--- src/verilog/nel_pkg.sv ---
/*
 * Constants and types shared by the nibble expander link:
 * operation and port-select codes, nibble field positions and strobe
 * phase timing.
 * Assumes a single 40 MHz ref_clk. Phase times are minimum figures,
 * so each one is rounded up to whole clock cycles.
 */
package nel_pkg;

    localparam int NIB_W = 4;
    localparam int ACC_W = 8;

    typedef enum logic [1:0] {
        OP_READ = 2'h0,
        OP_WRITE = 2'h1,
        OP_OR = 2'h2,
        OP_AND = 2'h3
    } nel_op_e;

    typedef enum logic [1:0] {
        SEL_PORT4 = 2'h0,
        SEL_PORT5 = 2'h1,
        SEL_PORT6 = 2'h2,
        SEL_PORT7 = 2'h3
    } nel_port_e;

    // command nibble layout: op code high, port select low
    localparam int OPCODE_LSB = 2;
    localparam int PORTSEL_LSB = 0;

    // reset values of the link pins
    localparam logic STROBE_IDLE = 1'b1;
    localparam logic [3:0] NIB_RESET = 4'h0;

    localparam int CLK_PERIOD_NS = 25;
    localparam int SEL_SETUP_NS = 50;
    localparam int CMD_HOLD_NS = 80;
    localparam int DATA_LOW_NS = 150;
    localparam int TAIL_NS = 60;

    localparam int TMR_W = 4;
    localparam logic [TMR_W-1:0] SEL_SETUP_CYC =
        TMR_W'((SEL_SETUP_NS + CLK_PERIOD_NS - 1) / CLK_PERIOD_NS);
    localparam logic [TMR_W-1:0] CMD_HOLD_CYC =
        TMR_W'((CMD_HOLD_NS + CLK_PERIOD_NS - 1) / CLK_PERIOD_NS);
    localparam logic [TMR_W-1:0] DATA_LOW_CYC =
        TMR_W'((DATA_LOW_NS + CLK_PERIOD_NS - 1) / CLK_PERIOD_NS);
    localparam logic [TMR_W-1:0] TAIL_CYC =
        TMR_W'((TAIL_NS + CLK_PERIOD_NS - 1) / CLK_PERIOD_NS);

endpackage : nel_pkg

--- src/verilog/nel_timer.sv ---
/*
 * Down-counting phase timer for the nibble expander link.
 * Assumes the owner loads a non-zero count in the cycle a phase begins
 * and waits for expired; a load wins over counting.
 */
module nel_timer #(
    parameter int W = 4
) (
    input wire logic ref_clk, // system clock
    input wire logic rst_n, // async reset, active low
    input wire logic load, // start a new phase
    input wire logic [W-1:0] loadVal, // phase length in cycles
    output logic expired // count has run out
);
    typedef struct packed {
        logic [W-1:0] count;
    } nel_tmr_s;

    nel_tmr_s st_q;
    nel_tmr_s st_d;

    always_comb begin
        st_d = st_q;
        if (load) begin
            st_d.count = loadVal;
        end else if (st_q.count != '0) begin
            st_d.count = st_q.count - W'(1);
        end
    end

    always_ff @(posedge ref_clk or negedge rst_n) begin
        if (!rst_n) begin
            st_q <= '0;
        end else begin
            st_q <= st_d;
        end
    end

    assign expired = (st_q.count == '0);

endmodule : nel_timer

--- src/verilog/nel_link.sv ---
/*
 * Processor end of the four-line nibble expander link.
 * A request names an expander, a port (four to seven), an operation and
 * a data nibble; the block sends the command nibble, then the data nibble
 * or takes the read nibble, framing both with the strobe.
 * Every transfer takes the same number of clocks whatever the operation,
 * since one down-counter times all four phases; a read only leaves the
 * lines released through the data and tail phases.
 * Assumes expanders sample on the strobe edges, that pin inputs are
 * synchronous to ref_clk and that the board resolves the shared lines.
 */
module nel_link
#(
    parameter int NUM_EXP = 1
) (
    input wire logic ref_clk, // 40 MHz clock
    input wire logic rst_n, // async reset, active low
    input wire logic reqValid, // request offered
    input wire nel_pkg::nel_op_e reqOp, // operation
    input wire nel_pkg::nel_port_e reqPort, // expander port select
    input wire logic [$clog2(NUM_EXP+1)-1:0] reqExp, // expander index
    input wire logic [nel_pkg::NIB_W-1:0] reqData, // accumulator low nibble
    output logic reqReady, // idle, request may be taken
    output logic done, // one-cycle pulse at end of transfer
    output logic [nel_pkg::ACC_W-1:0] rdAcc, // read result to accumulator
    output logic expanderStrobe, // transfer strobe, idles high
    output logic [nel_pkg::NIB_W-1:0] port2LowNibbleOut, // link lines out
    output logic [nel_pkg::NIB_W-1:0] port2LowNibbleOe, // high while driving
    input wire logic [nel_pkg::NIB_W-1:0] port2LowNibbleIn, // link lines in
    output logic [NUM_EXP-1:0] expSelN // expander chip selects, low
);
    import nel_pkg::*;

    typedef enum logic [2:0] {
        ST_IDLE,
        ST_SETUP,
        ST_CMD,
        ST_DATA,
        ST_TAIL
    } nel_state_e;

    typedef struct packed {
        nel_state_e state;
        logic isRead;
        logic [NIB_W-1:0] dataNib;
        logic ready;
        logic done;
        logic [ACC_W-1:0] acc;
        logic strobe;
        logic [NIB_W-1:0] lineOut;
        logic [NIB_W-1:0] lineOe;
        logic [NUM_EXP-1:0] selN;
    } nel_link_s;

    nel_link_s st_q;
    nel_link_s st_d;

    logic tmrLoad;
    logic [TMR_W-1:0] tmrVal;
    logic tmrExpired;

    nel_timer #(
        .W(TMR_W)
    ) u_timer (
        .ref_clk(ref_clk),
        .rst_n(rst_n),
        .load(tmrLoad),
        .loadVal(tmrVal),
        .expired(tmrExpired)
    );

    // active-low select for the addressed expander; all high if no index matches
    function automatic logic [NUM_EXP-1:0] selDecode(
        input logic [$clog2(NUM_EXP+1)-1:0] idx
    );
        logic [NUM_EXP-1:0] sel;
        sel = '1;
        for (int i = 0; i < NUM_EXP; i++) begin
            if (idx == ($clog2(NUM_EXP+1))'(i)) begin
                sel[i] = 1'b0;
            end
        end
        return sel;
    endfunction : selDecode

    // command nibble: op code in the high pair, port select in the low pair
    function automatic logic [NIB_W-1:0] cmdNibble(
        input nel_op_e op,
        input nel_port_e port
    );
        logic [NIB_W-1:0] nib;
        nib = NIB_RESET;
        nib[OPCODE_LSB +: 2] = op;
        nib[PORTSEL_LSB +: 2] = port;
        return nib;
    endfunction : cmdNibble

    // timer load for the phase that a state begins
    function automatic logic [TMR_W-1:0] phaseLen(
        input nel_state_e s
    );
        logic [TMR_W-1:0] n;
        case (s)
            ST_SETUP: n = SEL_SETUP_CYC;
            ST_CMD: n = CMD_HOLD_CYC;
            ST_DATA: n = DATA_LOW_CYC;
            ST_TAIL: n = TAIL_CYC;
            default: n = SEL_SETUP_CYC;
        endcase
        return n;
    endfunction : phaseLen

    // link pins at their idle levels: strobe high, lines free, no select
    function automatic nel_link_s releaseLink(
        input nel_link_s s
    );
        nel_link_s r;
        r = s;
        r.strobe = STROBE_IDLE;
        r.selN = '1;
        r.lineOe = '0;
        r.lineOut = NIB_RESET;
        r.ready = 1'b1;
        return r;
    endfunction : releaseLink

    always_comb begin
        st_d = st_q;
        st_d.done = 1'b0;
        tmrLoad = 1'b0;
        tmrVal = SEL_SETUP_CYC;
        case (st_q.state)
            ST_IDLE: begin
                if (reqValid) begin
                    // select the addressed expander, if any, drive command, strobe high
                    st_d.state = ST_SETUP;
                    st_d.ready = 1'b0;
                    st_d.isRead = (reqOp == OP_READ);
                    st_d.dataNib = reqData;
                    st_d.selN = selDecode(reqExp);
                    st_d.lineOut = cmdNibble(reqOp, reqPort);
                    st_d.lineOe = '1;
                    st_d.strobe = 1'b1;
                    tmrLoad = 1'b1;
                    tmrVal = phaseLen(ST_SETUP);
                end
            end
            ST_SETUP: begin
                if (tmrExpired) begin
                    // falling edge: command nibble is valid
                    st_d.state = ST_CMD;
                    st_d.strobe = 1'b0;
                    tmrLoad = 1'b1;
                    tmrVal = phaseLen(ST_CMD);
                end
            end
            ST_CMD: begin
                if (tmrExpired) begin
                    st_d.state = ST_DATA;
                    if (st_q.isRead) begin
                        // hand the lines to the expander
                        st_d.lineOe = '0;
                        st_d.lineOut = NIB_RESET;
                    end else begin
                        st_d.lineOut = st_q.dataNib;
                    end
                    tmrLoad = 1'b1;
                    tmrVal = phaseLen(ST_DATA);
                end
            end
            ST_DATA: begin
                if (tmrExpired) begin
                    // rising edge: data nibble is valid
                    st_d.state = ST_TAIL;
                    st_d.strobe = 1'b1;
                    if (st_q.isRead) begin
                        // sampled while the strobe is still low
                        st_d.acc = {4'h0, port2LowNibbleIn};
                    end
                    tmrLoad = 1'b1;
                    tmrVal = phaseLen(ST_TAIL);
                end
            end
            ST_TAIL: begin
                if (tmrExpired) begin
                    // hold data past the rise, then drop select and lines
                    st_d = releaseLink(st_d);
                    st_d.state = ST_IDLE;
                    st_d.done = 1'b1;
                end
            end
            default: begin
                st_d = releaseLink(st_d);
                st_d.state = ST_IDLE;
            end
        endcase
    end

    always_ff @(posedge ref_clk or negedge rst_n) begin
        if (!rst_n) begin
            st_q.state <= ST_IDLE;
            st_q.isRead <= 1'b0;
            st_q.dataNib <= NIB_RESET;
            st_q.ready <= 1'b1;
            st_q.done <= 1'b0;
            st_q.acc <= 8'h00;
            st_q.strobe <= STROBE_IDLE;
            st_q.lineOut <= NIB_RESET;
            st_q.lineOe <= '0;
            st_q.selN <= '1;
        end else begin
            st_q <= st_d;
        end
    end

    // every output is a field of the registered state
    assign reqReady = st_q.ready;
    assign done = st_q.done;
    assign rdAcc = st_q.acc;
    assign expanderStrobe = st_q.strobe;
    assign port2LowNibbleOut = st_q.lineOut;
    assign port2LowNibbleOe = st_q.lineOe;
    assign expSelN = st_q.selN;

endmodule : nel_link

--- config.mk ---
export PLATFORM = sky130hd
export DESIGN_NAME = nel_link
export DESIGN_NICKNAME = d
export VERILOG_FILES = /design/src/verilog/nel_pkg.sv /design/src/verilog/nel_timer.sv /design/src/verilog/nel_link.sv
export SDC_FILE = /design/constraint.sdc
export NUM_CORES = 1
export LEC_CHECK = 0
export BUFFER_PORTS_ARGS = -buffer_cell sky130_fd_sc_hd__buf_2
export CAP_MARGIN = 25
export CORE_MARGIN = 2
export CORE_UTILIZATION = 30
export DETAILED_ROUTE_END_ITERATION = 10
export HOLD_SLACK_MARGIN = 0.1
export PLACE_DENSITY = 0.57
export SLEW_MARGIN = 20
export SYNTH_ARGS = -nofsm -noshare
export SYNTH_HDL_FRONTEND = slang
export SYNTH_HIERARCHICAL = 1
export SYNTH_SLANG_ARGS = --single-unit
export TNS_END_PERCENT = 1
--- constraint.sdc ---
create_clock -name ref_clk -period 3.2 [get_ports ref_clk]
set_input_delay 0 -clock ref_clk [delete_from_list [all_inputs] [get_ports ref_clk]]
set_output_delay 0 -clock ref_clk [all_outputs]
set_load 0.005 [all_outputs]
# Word-level counts from Yosys, hierarchy flattened
# Cells that the tools add are included.
totals:
  regBits: 32
  word_cells: 69
  output_inout_bits: 20
classes:
  addsub: 1
  bitwise: 4
  reduce_logical: 14
  muxes: 29
  n_eq_ne: 10
op_table:
  columns: ["operator", "count"]
  rows:
  - ["$pmux 8 s4", 1]
  - ["$mux 28", 1]
  - ["$mux 9", 2]
  - ["$pmux 6 s3", 1]
  - ["$mux 4", 4]
  - ["$mux 8", 2]
  - ["$pmux 8 s2", 1]
  - ["$mux 3", 5]
  - ["$pmux 3 s5", 1]
  - ["$reduce_and 5->1", 3]
  - ["$ne 2x2->1 const B", 6]
  - ["$reduce_and 4->1", 3]
  - ["$mux 10", 1]
  - ["$pmux 3 s3", 1]
  - ["$eq 3x2->1 const B", 2]
  - ["$mux 1", 6]
  - ["$pmux 1 s5", 1]
  - ["$logic_not 4->1", 1]
  - ["$not 1->1", 4]
  - ["$reduce_bool 4->1", 1]
  - ["$sub 4x1->4 const B", 1]
  - ["$eq 3x1->1 const B", 1]
  - ["$eq 3x3->1 const B", 1]
  - ["$logic_not 3->1", 1]
  - ["7 further kinds", 7]

# Logic depth before layout (Yosys ltp)
# Gate-level depths: netlist (run 1).
logic_depth:
  word_depth: 4
  mapped_depth: 9
  ltp_nobuf: 7

# Cells and area by module
# Netlist (run 1), hierarchy kept.
modules_own_cells:
  columns: ["module", "cells_per_inst", "area_per_inst_um2", "instances"]
  rows:
  - ["nel_link", 113, 1173.6, 1]
  - ["nel_timer", 22, 234.0, 1]

# Worst setup path after synthesis (run 1)
# Ideal clock, no wire load.
synth_path:
  path_type: "reg2reg"
  start: "register u_timer/st_q[0] (netlist bit)"
  end: "register u_timer/st_q[3] (netlist bit)"
  setup_time_ns: 0.126
  required_ns: 3.074
  path_slack_ns: 1.093
  n_path_buf: 2
  t_arrival_ns: 1.981
  period_less_slack_ns: 2.107
  stages_incl_launch_ff: 10
  cell_sequence: "dfrtp_1 inv_1 ha_1 nor3b_4 buf_2 o21ai_0 a21oi_1 clkbuf_1 nor3_1 a221o_1"
synth_via:
  elab_chain_cells: 4
synth_rtl:
  columns: ["item", "line_no", "text"]
  rows:
  - ["start: declaration", "nel_timer.sv:19", "nel_tmr_s st_q;"]
  - ["start signal: assignment", "nel_timer.sv:35", "st_q <= st_d;"]
  - ["$logic_not 4->1 (*)", "nel_timer.sv:39", "assign expired = (st_q.count == '0);"]
  - ["via tmrExpired", "nel_link.sv:60", "logic tmrExpired;"]
  - ["$mux 1 (*)", "nel_link.sv:149, nel_link.sv:158, nel_link.sv:172", null]
  - ["$pmux 1 s2 (*)", "nel_link.sv:132", "case (st_q.state)"]
  - ["via tmrLoad", "nel_link.sv:58", "logic tmrLoad;"]
  - ["$mux 4 / $reduce_bool 2->1 (equally long branches)", null, null]
# The timed path passes the listed nets; every way through them passes the cells marked *. The select of a mux whose other input is x is not followed.
# A chain may end at the register's enable or synchronous reset.

# Final worst setup path (run 1)
# Ends and elaborated chain as after synthesis.

==> flow_metrics.py, run 1 <==
metrics = {
    "timing": {
        "min_period_over_period": 0.705,
        "tightest_slew_ns": 0.605,
        "layout_min_cycle_time_ns": 2.25,
        "setup_viol": 0,
        "fin_skew_ns": 0.00156,
        "finalHoldViolCount": 0,
        "slew_violations": 0,
        "fin_ws_ns": 0.945,
        "slew_headroom": 0.597,
        "clock.fmax_mhz": 444,
        "grt_setup_unrepaired": "no",
        "timing.setup.tns_ns": 0,
    },
    "clock_tree": {
        "cts.sinks": 25,
        "numCtsBuffers": 3,
        "clk_pin_slew_worst_paths_ns": 0.09,
        "clock_latency_ns": 0.27,
        "cts_root_buf": "clkbuf_8",
        "ctsLongestPathBuffers": 2,
        "cts_max_level": 1,
        "cts_setup_buffers": 0,
        "cts_tree": "done",
    },
    "logic_synthesis": {
        "syn_avg_cell_area_um2": 10.4,
        "synth_top_area_share": 0.391,
        "ys_types": 42,
        "synth_most_common_cell": "dfrtp_1",
        "ys_seq_area_frac": 0.447,
        "yosys.area.top_type": "dfrtp_1",
        "syn-cell-area_mm2": 0.00141,
        "ys_ff_latch": 25,
        "synth_edf_count": 0,
        "synth_area_leaders": "dfrtp_1 39%, buf_4 9.6%, mux2_2 8.0%, dfstp_2 5.6%, nor2_1 2.9%",
        "synthArstFlopShare": 1.00,
        "synthTopCellsByCount": "22 x dfrtp_1, 18 x buf_4, 11 x nor2_1, 10 x mux2_2, 8 x inv_1",
        "syn_inst": 135,
        "ys.warnings.count": 6,
        "yosys_most_used_dff": "dfrtp_1",
    },
    "die": {
        "io_pins": 36,
        "die_area_mm2": 0.00526,
        "core.rowCount": 24,
        "die_w_um": 72.5,
        "die_h_um": 72.5,
        "core_mm2": 0.00444,
        "start_util": 0.317,
    },
    "critical_path": {
        "required_ns": 3.36,
        "worstSetupPathType": "flip-flop to flip-flop",
        "start_kind": "flip-flop",
        "cp_max_fo": 15,
        "arrival_ns": 2.41,
        "crit_path_end_kind": "flip-flop",
    },
    "global_routing": {
        "antenna_found_initial": 0,
        "grt_usage": 0.111,
        "grt_max_degree": 26,
        "grt_pass1_wl_mm": 4.55,
        "grt_overflow": 0,
        "grt_pass1_vias": 1006,
    },
    "cells_and_area": {
        "fin_nets": 181,
        "area_growth_pct": 16.7,
        "drive_gt1_frac": 0.337,
        "n_antenna_cell": 0,
        "fin_util": 0.370,
    },
    "routing": {
        "ant_nets": 0,
        "drtIter0Drc": 34,
        "drc": 0,
        "via_count": 1012,
        "via_per_inst": 4.71,
        "drt-wirelength-per-cell_um": 12.2,
        "drt-total-wl_mm": 2.63,
        "dr.pass1.iters": 4,
    },
    "job": {
        "drv_cap": 0,
    },
    "power": {
        "ir_drop_mv": 0.179,
        "p_leak_uw": 0.000759,
        "powerDensity_mw_per_mm2": 855,
    },
    "outcome": {
        "outcome": "finished, final reports clean",
    },
    "placed_design": {
        "dp_slack_ns": 0.975,
        "io_buffer_count": 31,
        "dp_hpwl_mm": 2.05,
        "gp_congestion": 0.797,
    },
    "hold_path": {
        "hp-class": "input port to flip-flop",
    },
}
power breakdown:
group / switching, uW / total (uW) / leakage, uW / internal (uW)
combinational: 276 / 600 / 0.000431 / 325
clock: 100 / 188 / 0.0000255 / 87.1
sequential: 153 / 617 / 0.000302 / 464
cell usage in the layout, fill, tap and decap left out, types with 3 or more instances in the layout:
cell	Yosys	layout
mux2_2	10	10
dfstp_2	3	3
o21ai_0	3	3
nor2_1	11	11
nand2_1	4	4
nor2b_1	5	5
a21oi_1	7	7
conb_1	1	5
clkbuf_8	0	3
o22ai_1	4	4
dlygate4sd3_1	0	11
dfrtp_1	22	22
mux2i_1	4	4
buf_2	2	31
inv_1	8	8
metrics by stage:
step / power, uW / cells / hold WS [ns] / cell area [um2]
3_3_place_gp: 1190 / 200 / 0.0151 / 1490
3_5_place_dp: 1220 / 200 / 0.0236 / 1490
5_1_grt: 1530 / 215 / 0.132 / 1640
2_1_floorplan: 1140 / 139 / -0.296 / 1420
4_1_cts: 1430 / 215 / 0.101 / 1640
6_report: 1400 / 215 / 0.0998 / 1640
layout make-up:
class                           instances  area (um2)
Clock inverter                          1        5.00
Multi-Input combinational cell         83         599
Timing Repair Buffer                   43         273
Tap cell                               52        65.1
Clock buffer                            3        41.3
Inverter                                8        30.0
Fill cell                             450        2800
Sequential cell                        25         629
registers in the layout, summed over array words and instances, names as in the netlist, 4 cells and up:
name,count
rdAcc,4
u_timer/st_q,4
port2LowNibbleOut,4
st_q,8
cells by family after synthesis:
family / count (synthesis) / synth area share
compound gates: 24 / 0.116
xor+xnor: 3 / 0.0187
fa+ha+maj: 1 / 0.00889
buf+inv: 31 / 0.138
flops: 25 / 0.447
mux: 14 / 0.108
other cells: 1 / 0.00266
simple gates: 36 / 0.161
path summary, 6_finish.rpt:
path | start | to | slack [ns] | depth (start not counted)
worst min-delay path | reqOp[0] | st_q[24]$_DFFE_PN0P_ | 0.1 | 3
worst min register to register | rdAcc[3]$_DFFE_PN0P_ | rdAcc[3]$_DFFE_PN0P_ | 0.51 | 1
worst max-delay path | u_timer/st_q[0]$_DFFE_PN0P_ | u_timer/st_q[3]$_DFFE_PN0P_ | 0.95 | 8
min in group asynchronous | rst_n | u_timer/st_q[1]$_DFFE_PN0P_ | 0.26 | 2
worst max register to register | u_timer/st_q[0]$_DFFE_PN0P_ | u_timer/st_q[3]$_DFFE_PN0P_ | 0.95 | 8
max in group asynchronous | rst_n | expanderStrobe$_DFFE_PN1P_ | 2.58 | 2
critical path, stage by stage, from the launching register on:
cell,delay (ns)
dfrtp_1,0.39
inv_1,0.09
ha_1,0.22
nor3b_4,0.19
buf_4,0.22
o21ai_0,0.10
a21oi_1,0.47
nor3_1,0.11
a221o_1,0.34
routing by layer:
| layer | track usage | vias up | routed length, um |
|---|---|---|---|
| li1 | - | 499 | - |
| met1 | 0.145 | 487 | 1200 |
| met2 | 0.175 | 22 | 1300 |
| met3 | 0.0125 | 4 | 75 |
| met4 | 0.0658 | 0 | 55 |
| met5 | 0 | - | 0 |
what timing repair did:
item | CTS | global route
resized for setup | 0 | 0
hold endpoints to repair | 35 | 0
hold buffers | 11 | 0
Power figures use the tool's default switching activity.
==> run 2, diff against run 1 <==
--- a/config.mk
+++ b/config.mk
@@ -11,7 +11,7 @@
 export CORE_UTILIZATION = 30
 export DETAILED_ROUTE_END_ITERATION = 10
 export HOLD_SLACK_MARGIN = 0.1
-export PLACE_DENSITY = 0.57
+export PLACE_DENSITY = 0.59
 export SLEW_MARGIN = 20
 export SYNTH_ARGS = -nofsm -noshare
 export SYNTH_HDL_FRONTEND = slang
==> constraint.sdc (replaced) <==
create_clock -name ref_clk -period 1.8 [get_ports ref_clk]
set_input_delay 0 -clock ref_clk [delete_from_list [all_inputs] [get_ports ref_clk]]
set_output_delay 0 -clock ref_clk [all_outputs]
set_load 0.005 [all_outputs]
==> flow_metrics.py, run 2 (same netlist as run 1, synthesis figures left out) <==
metrics = {
    "placed_design": {
        "placed_cells": 211,
        "dp_hpwl_mm": 1.99,
        "dp_slack_ns": -0.0681,
        "dpl_cell_area_mm2": 0.00158,
        "io_buffer_count": 31,
        "gp_congestion": 0.737,
    },
    "critical_path": {
        "max_stage_delay_ns": 0.39,
        "r2r_start": "u_timer/st_q[0]$_DFFE_PN0P_",
        "cp_num_buf_inv": 3,
        "crit_path_end_kind": "flip-flop",
        "slowest_stage": "dfrtp_1",
        "start_kind": "flip-flop",
        "worstSetupPathType": "flip-flop to flip-flop",
        "required_ns": 1.96,
        "startpoint": "u_timer/st_q[0]$_DFFE_PN0P_",
        "worstPathCellList": "inv_2, ha_4, nor3b_4, buf_6, o21ai_2, a21oi_1, buf_4, nor3_2, a221o_1",
        "path_delay_family": "compound AO/OA/AOI/OAI gates",
        "arrival_ns": 1.91,
        "cp_max_fo": 8,
    },
    "cells_and_area": {
        "top_register": "st_q",
        "fin_area_mm2": 0.00178,
        "final_common_cell": "buf_2",
        "n_antenna_cell": 0,
        "instances_no_fill": 229,
        "final_cell_mix": "31 x buf_2, 22 x dfrtp_1, 13 x buf_4",
        "area_growth_pct": 26.6,
        "fin_nets": 195,
        "drive_gt1_frac": 0.418,
        "largest_register_ffs": 8,
    },
    "hold_path": {
        "hp-class": "input port to flip-flop",
        "min_from": "reqExp",
    },
    "die": {
        "io_pins": 36,
        "die_area_mm2": 0.00526,
        "die_h_um": 72.5,
        "die_w_um": 72.5,
        "core.rowCount": 24,
        "start_util": 0.317,
        "core_mm2": 0.00444,
    },
    "power": {
        "switching_share": 0.365,
        "combPwrFrac": 0.516,
        "ir_drop_mv": 0.511,
        "p_sw_uw": 994,
        "p_seq_frac": 0.361,
        "intPower_uw": 1730,
        "p_leak_uw": 0.000832,
        "p_clk_frac": 0.123,
        "powerDensity_mw_per_mm2": 1530,
    },
    "timing": {
        "slew_violations": 0,
        "layout_min_cycle_time_ns": 1.75,
        "slew_headroom": 0.626,
        "timing.setup.tns_ns": 0,
        "setup_viol": 0,
        "fin_skew_ns": 0.00265,
        "fin_ws_ns": 0.0490,
        "tightest_slew_ns": 0.561,
        "grt_setup_unrepaired": "yes",
        "clock.fmax_mhz": 571,
        "finalHoldViolCount": 0,
        "min_period_over_period": 0.973,
    },
    "routing": {
        "drt-total-wl_mm": 2.67,
        "drc": 0,
        "via_count": 1033,
        "drtIter0Drc": 26,
        "dr.pass1.iters": 2,
        "drt-wirelength-per-cell_um": 11.7,
        "via_per_inst": 4.51,
        "ant_nets": 0,
    },
    "outcome": {
        "outcome": "finished, final reports clean",
    },
    "clock_tree": {
        "numCtsBuffers": 3,
        "cts.sinks": 25,
        "cts_max_level": 1,
        "clk_pin_slew_worst_paths_ns": 0.09,
        "clock_latency_ns": 0.27,
        "ctsLongestPathBuffers": 2,
        "cts_tree": "done",
        "cts_root_buf": "clkbuf_8",
    },
    "global_routing": {
        "busiest_layer": "met2",
        "gr-usage-met3": 0.0194,
        "antenna_found_initial": 0,
        "grt_usage": 0.113,
        "met2_usage": 0.202,
        "grt_max_degree": 26,
        "grt_pass1_vias": 1052,
        "grt_overflow": 0,
        "grt_pass1_wl_mm": 4.58,
        "use_met1": 0.128,
    },
    "job": {
        "drv_cap": 0,
    },
}
-- run 2: area by class of cell --
cell class	instances	area, um2
timing repair buffer	57	384
clock buffer	3	41.3
fill	453	2660
inverter	8	30.0
clock inverter	1	5.00
tap	52	65.1
sequential	25	629
multi-input combinational	83	627
-- run 2: what timing repair did --
action / in CTS / in global routing
endpoints found under the setup margin: 9 / 11
hold buffers: 12 / 0
pin swaps: 0 / 2
gates cloned: 0 / 0
setup buffers: 1 / 1
endpoints found under the hold margin: 36 / 0
gates resized for setup: 0 / 5
-- run 2: final timing paths --
path | to | slack, ns | cells after the start
worst min register to register | rdAcc[0]$_DFFE_PN0P_ | 0.50 | 1
worst min-delay path | expSelN$_DFFE_PN1P_ | 0.11 | 4
max in group asynchronous | expanderStrobe$_DFFE_PN1P_ | 1.18 | 2
worst max register to register | u_timer/st_q[3]$_DFFE_PN0P_ | 0.05 | 9
min in group asynchronous | port2LowNibbleOe[2]$_DFFE_PN0P_ | 0.25 | 2
worst max-delay path | u_timer/st_q[3]$_DFFE_PN0P_ | 0.05 | 9
-- run 2: metrics by stage --
step | utilization | hold slack [ns] | total power [uW]
global placement | 0.355 | 0.0289 | 2300
CTS | 0.394 | 0.118 | 2710
global route | 0.401 | 0.140 | 2980
floorplan | - | -0.296 | 2070
finish | 0.401 | 0.115 | 2720
detailed placement | 0.355 | 0.0320 | 2330
-- run 2: worst min-delay path, delay by kind of cell --
kind	cells	cell delay, ns
compound gates	2	0.20
buf+inv	1	0.10
simple gates	1	0.08
-- run 2: layer usage --
layer | wire length (um) | up-vias | part of all wire
li1 | - | 524 | -
met4 | 57 | 0 | 0.021
met1 | 1200 | 481 | 0.45
met5 | 0 | - | 0
met2 | 1310 | 24 | 0.49
met3 | 98 | 4 | 0.037
-- run 2: power groups by stage --
stage	sequential (uW)	clock (uW)	combinational [uW]
finish	983	335	1410
global route	1020	379	1580
CTS	987	354	1370
detailed placement	1000	0	1330
global placement	991	0	1310
floorplan	972	0	1100
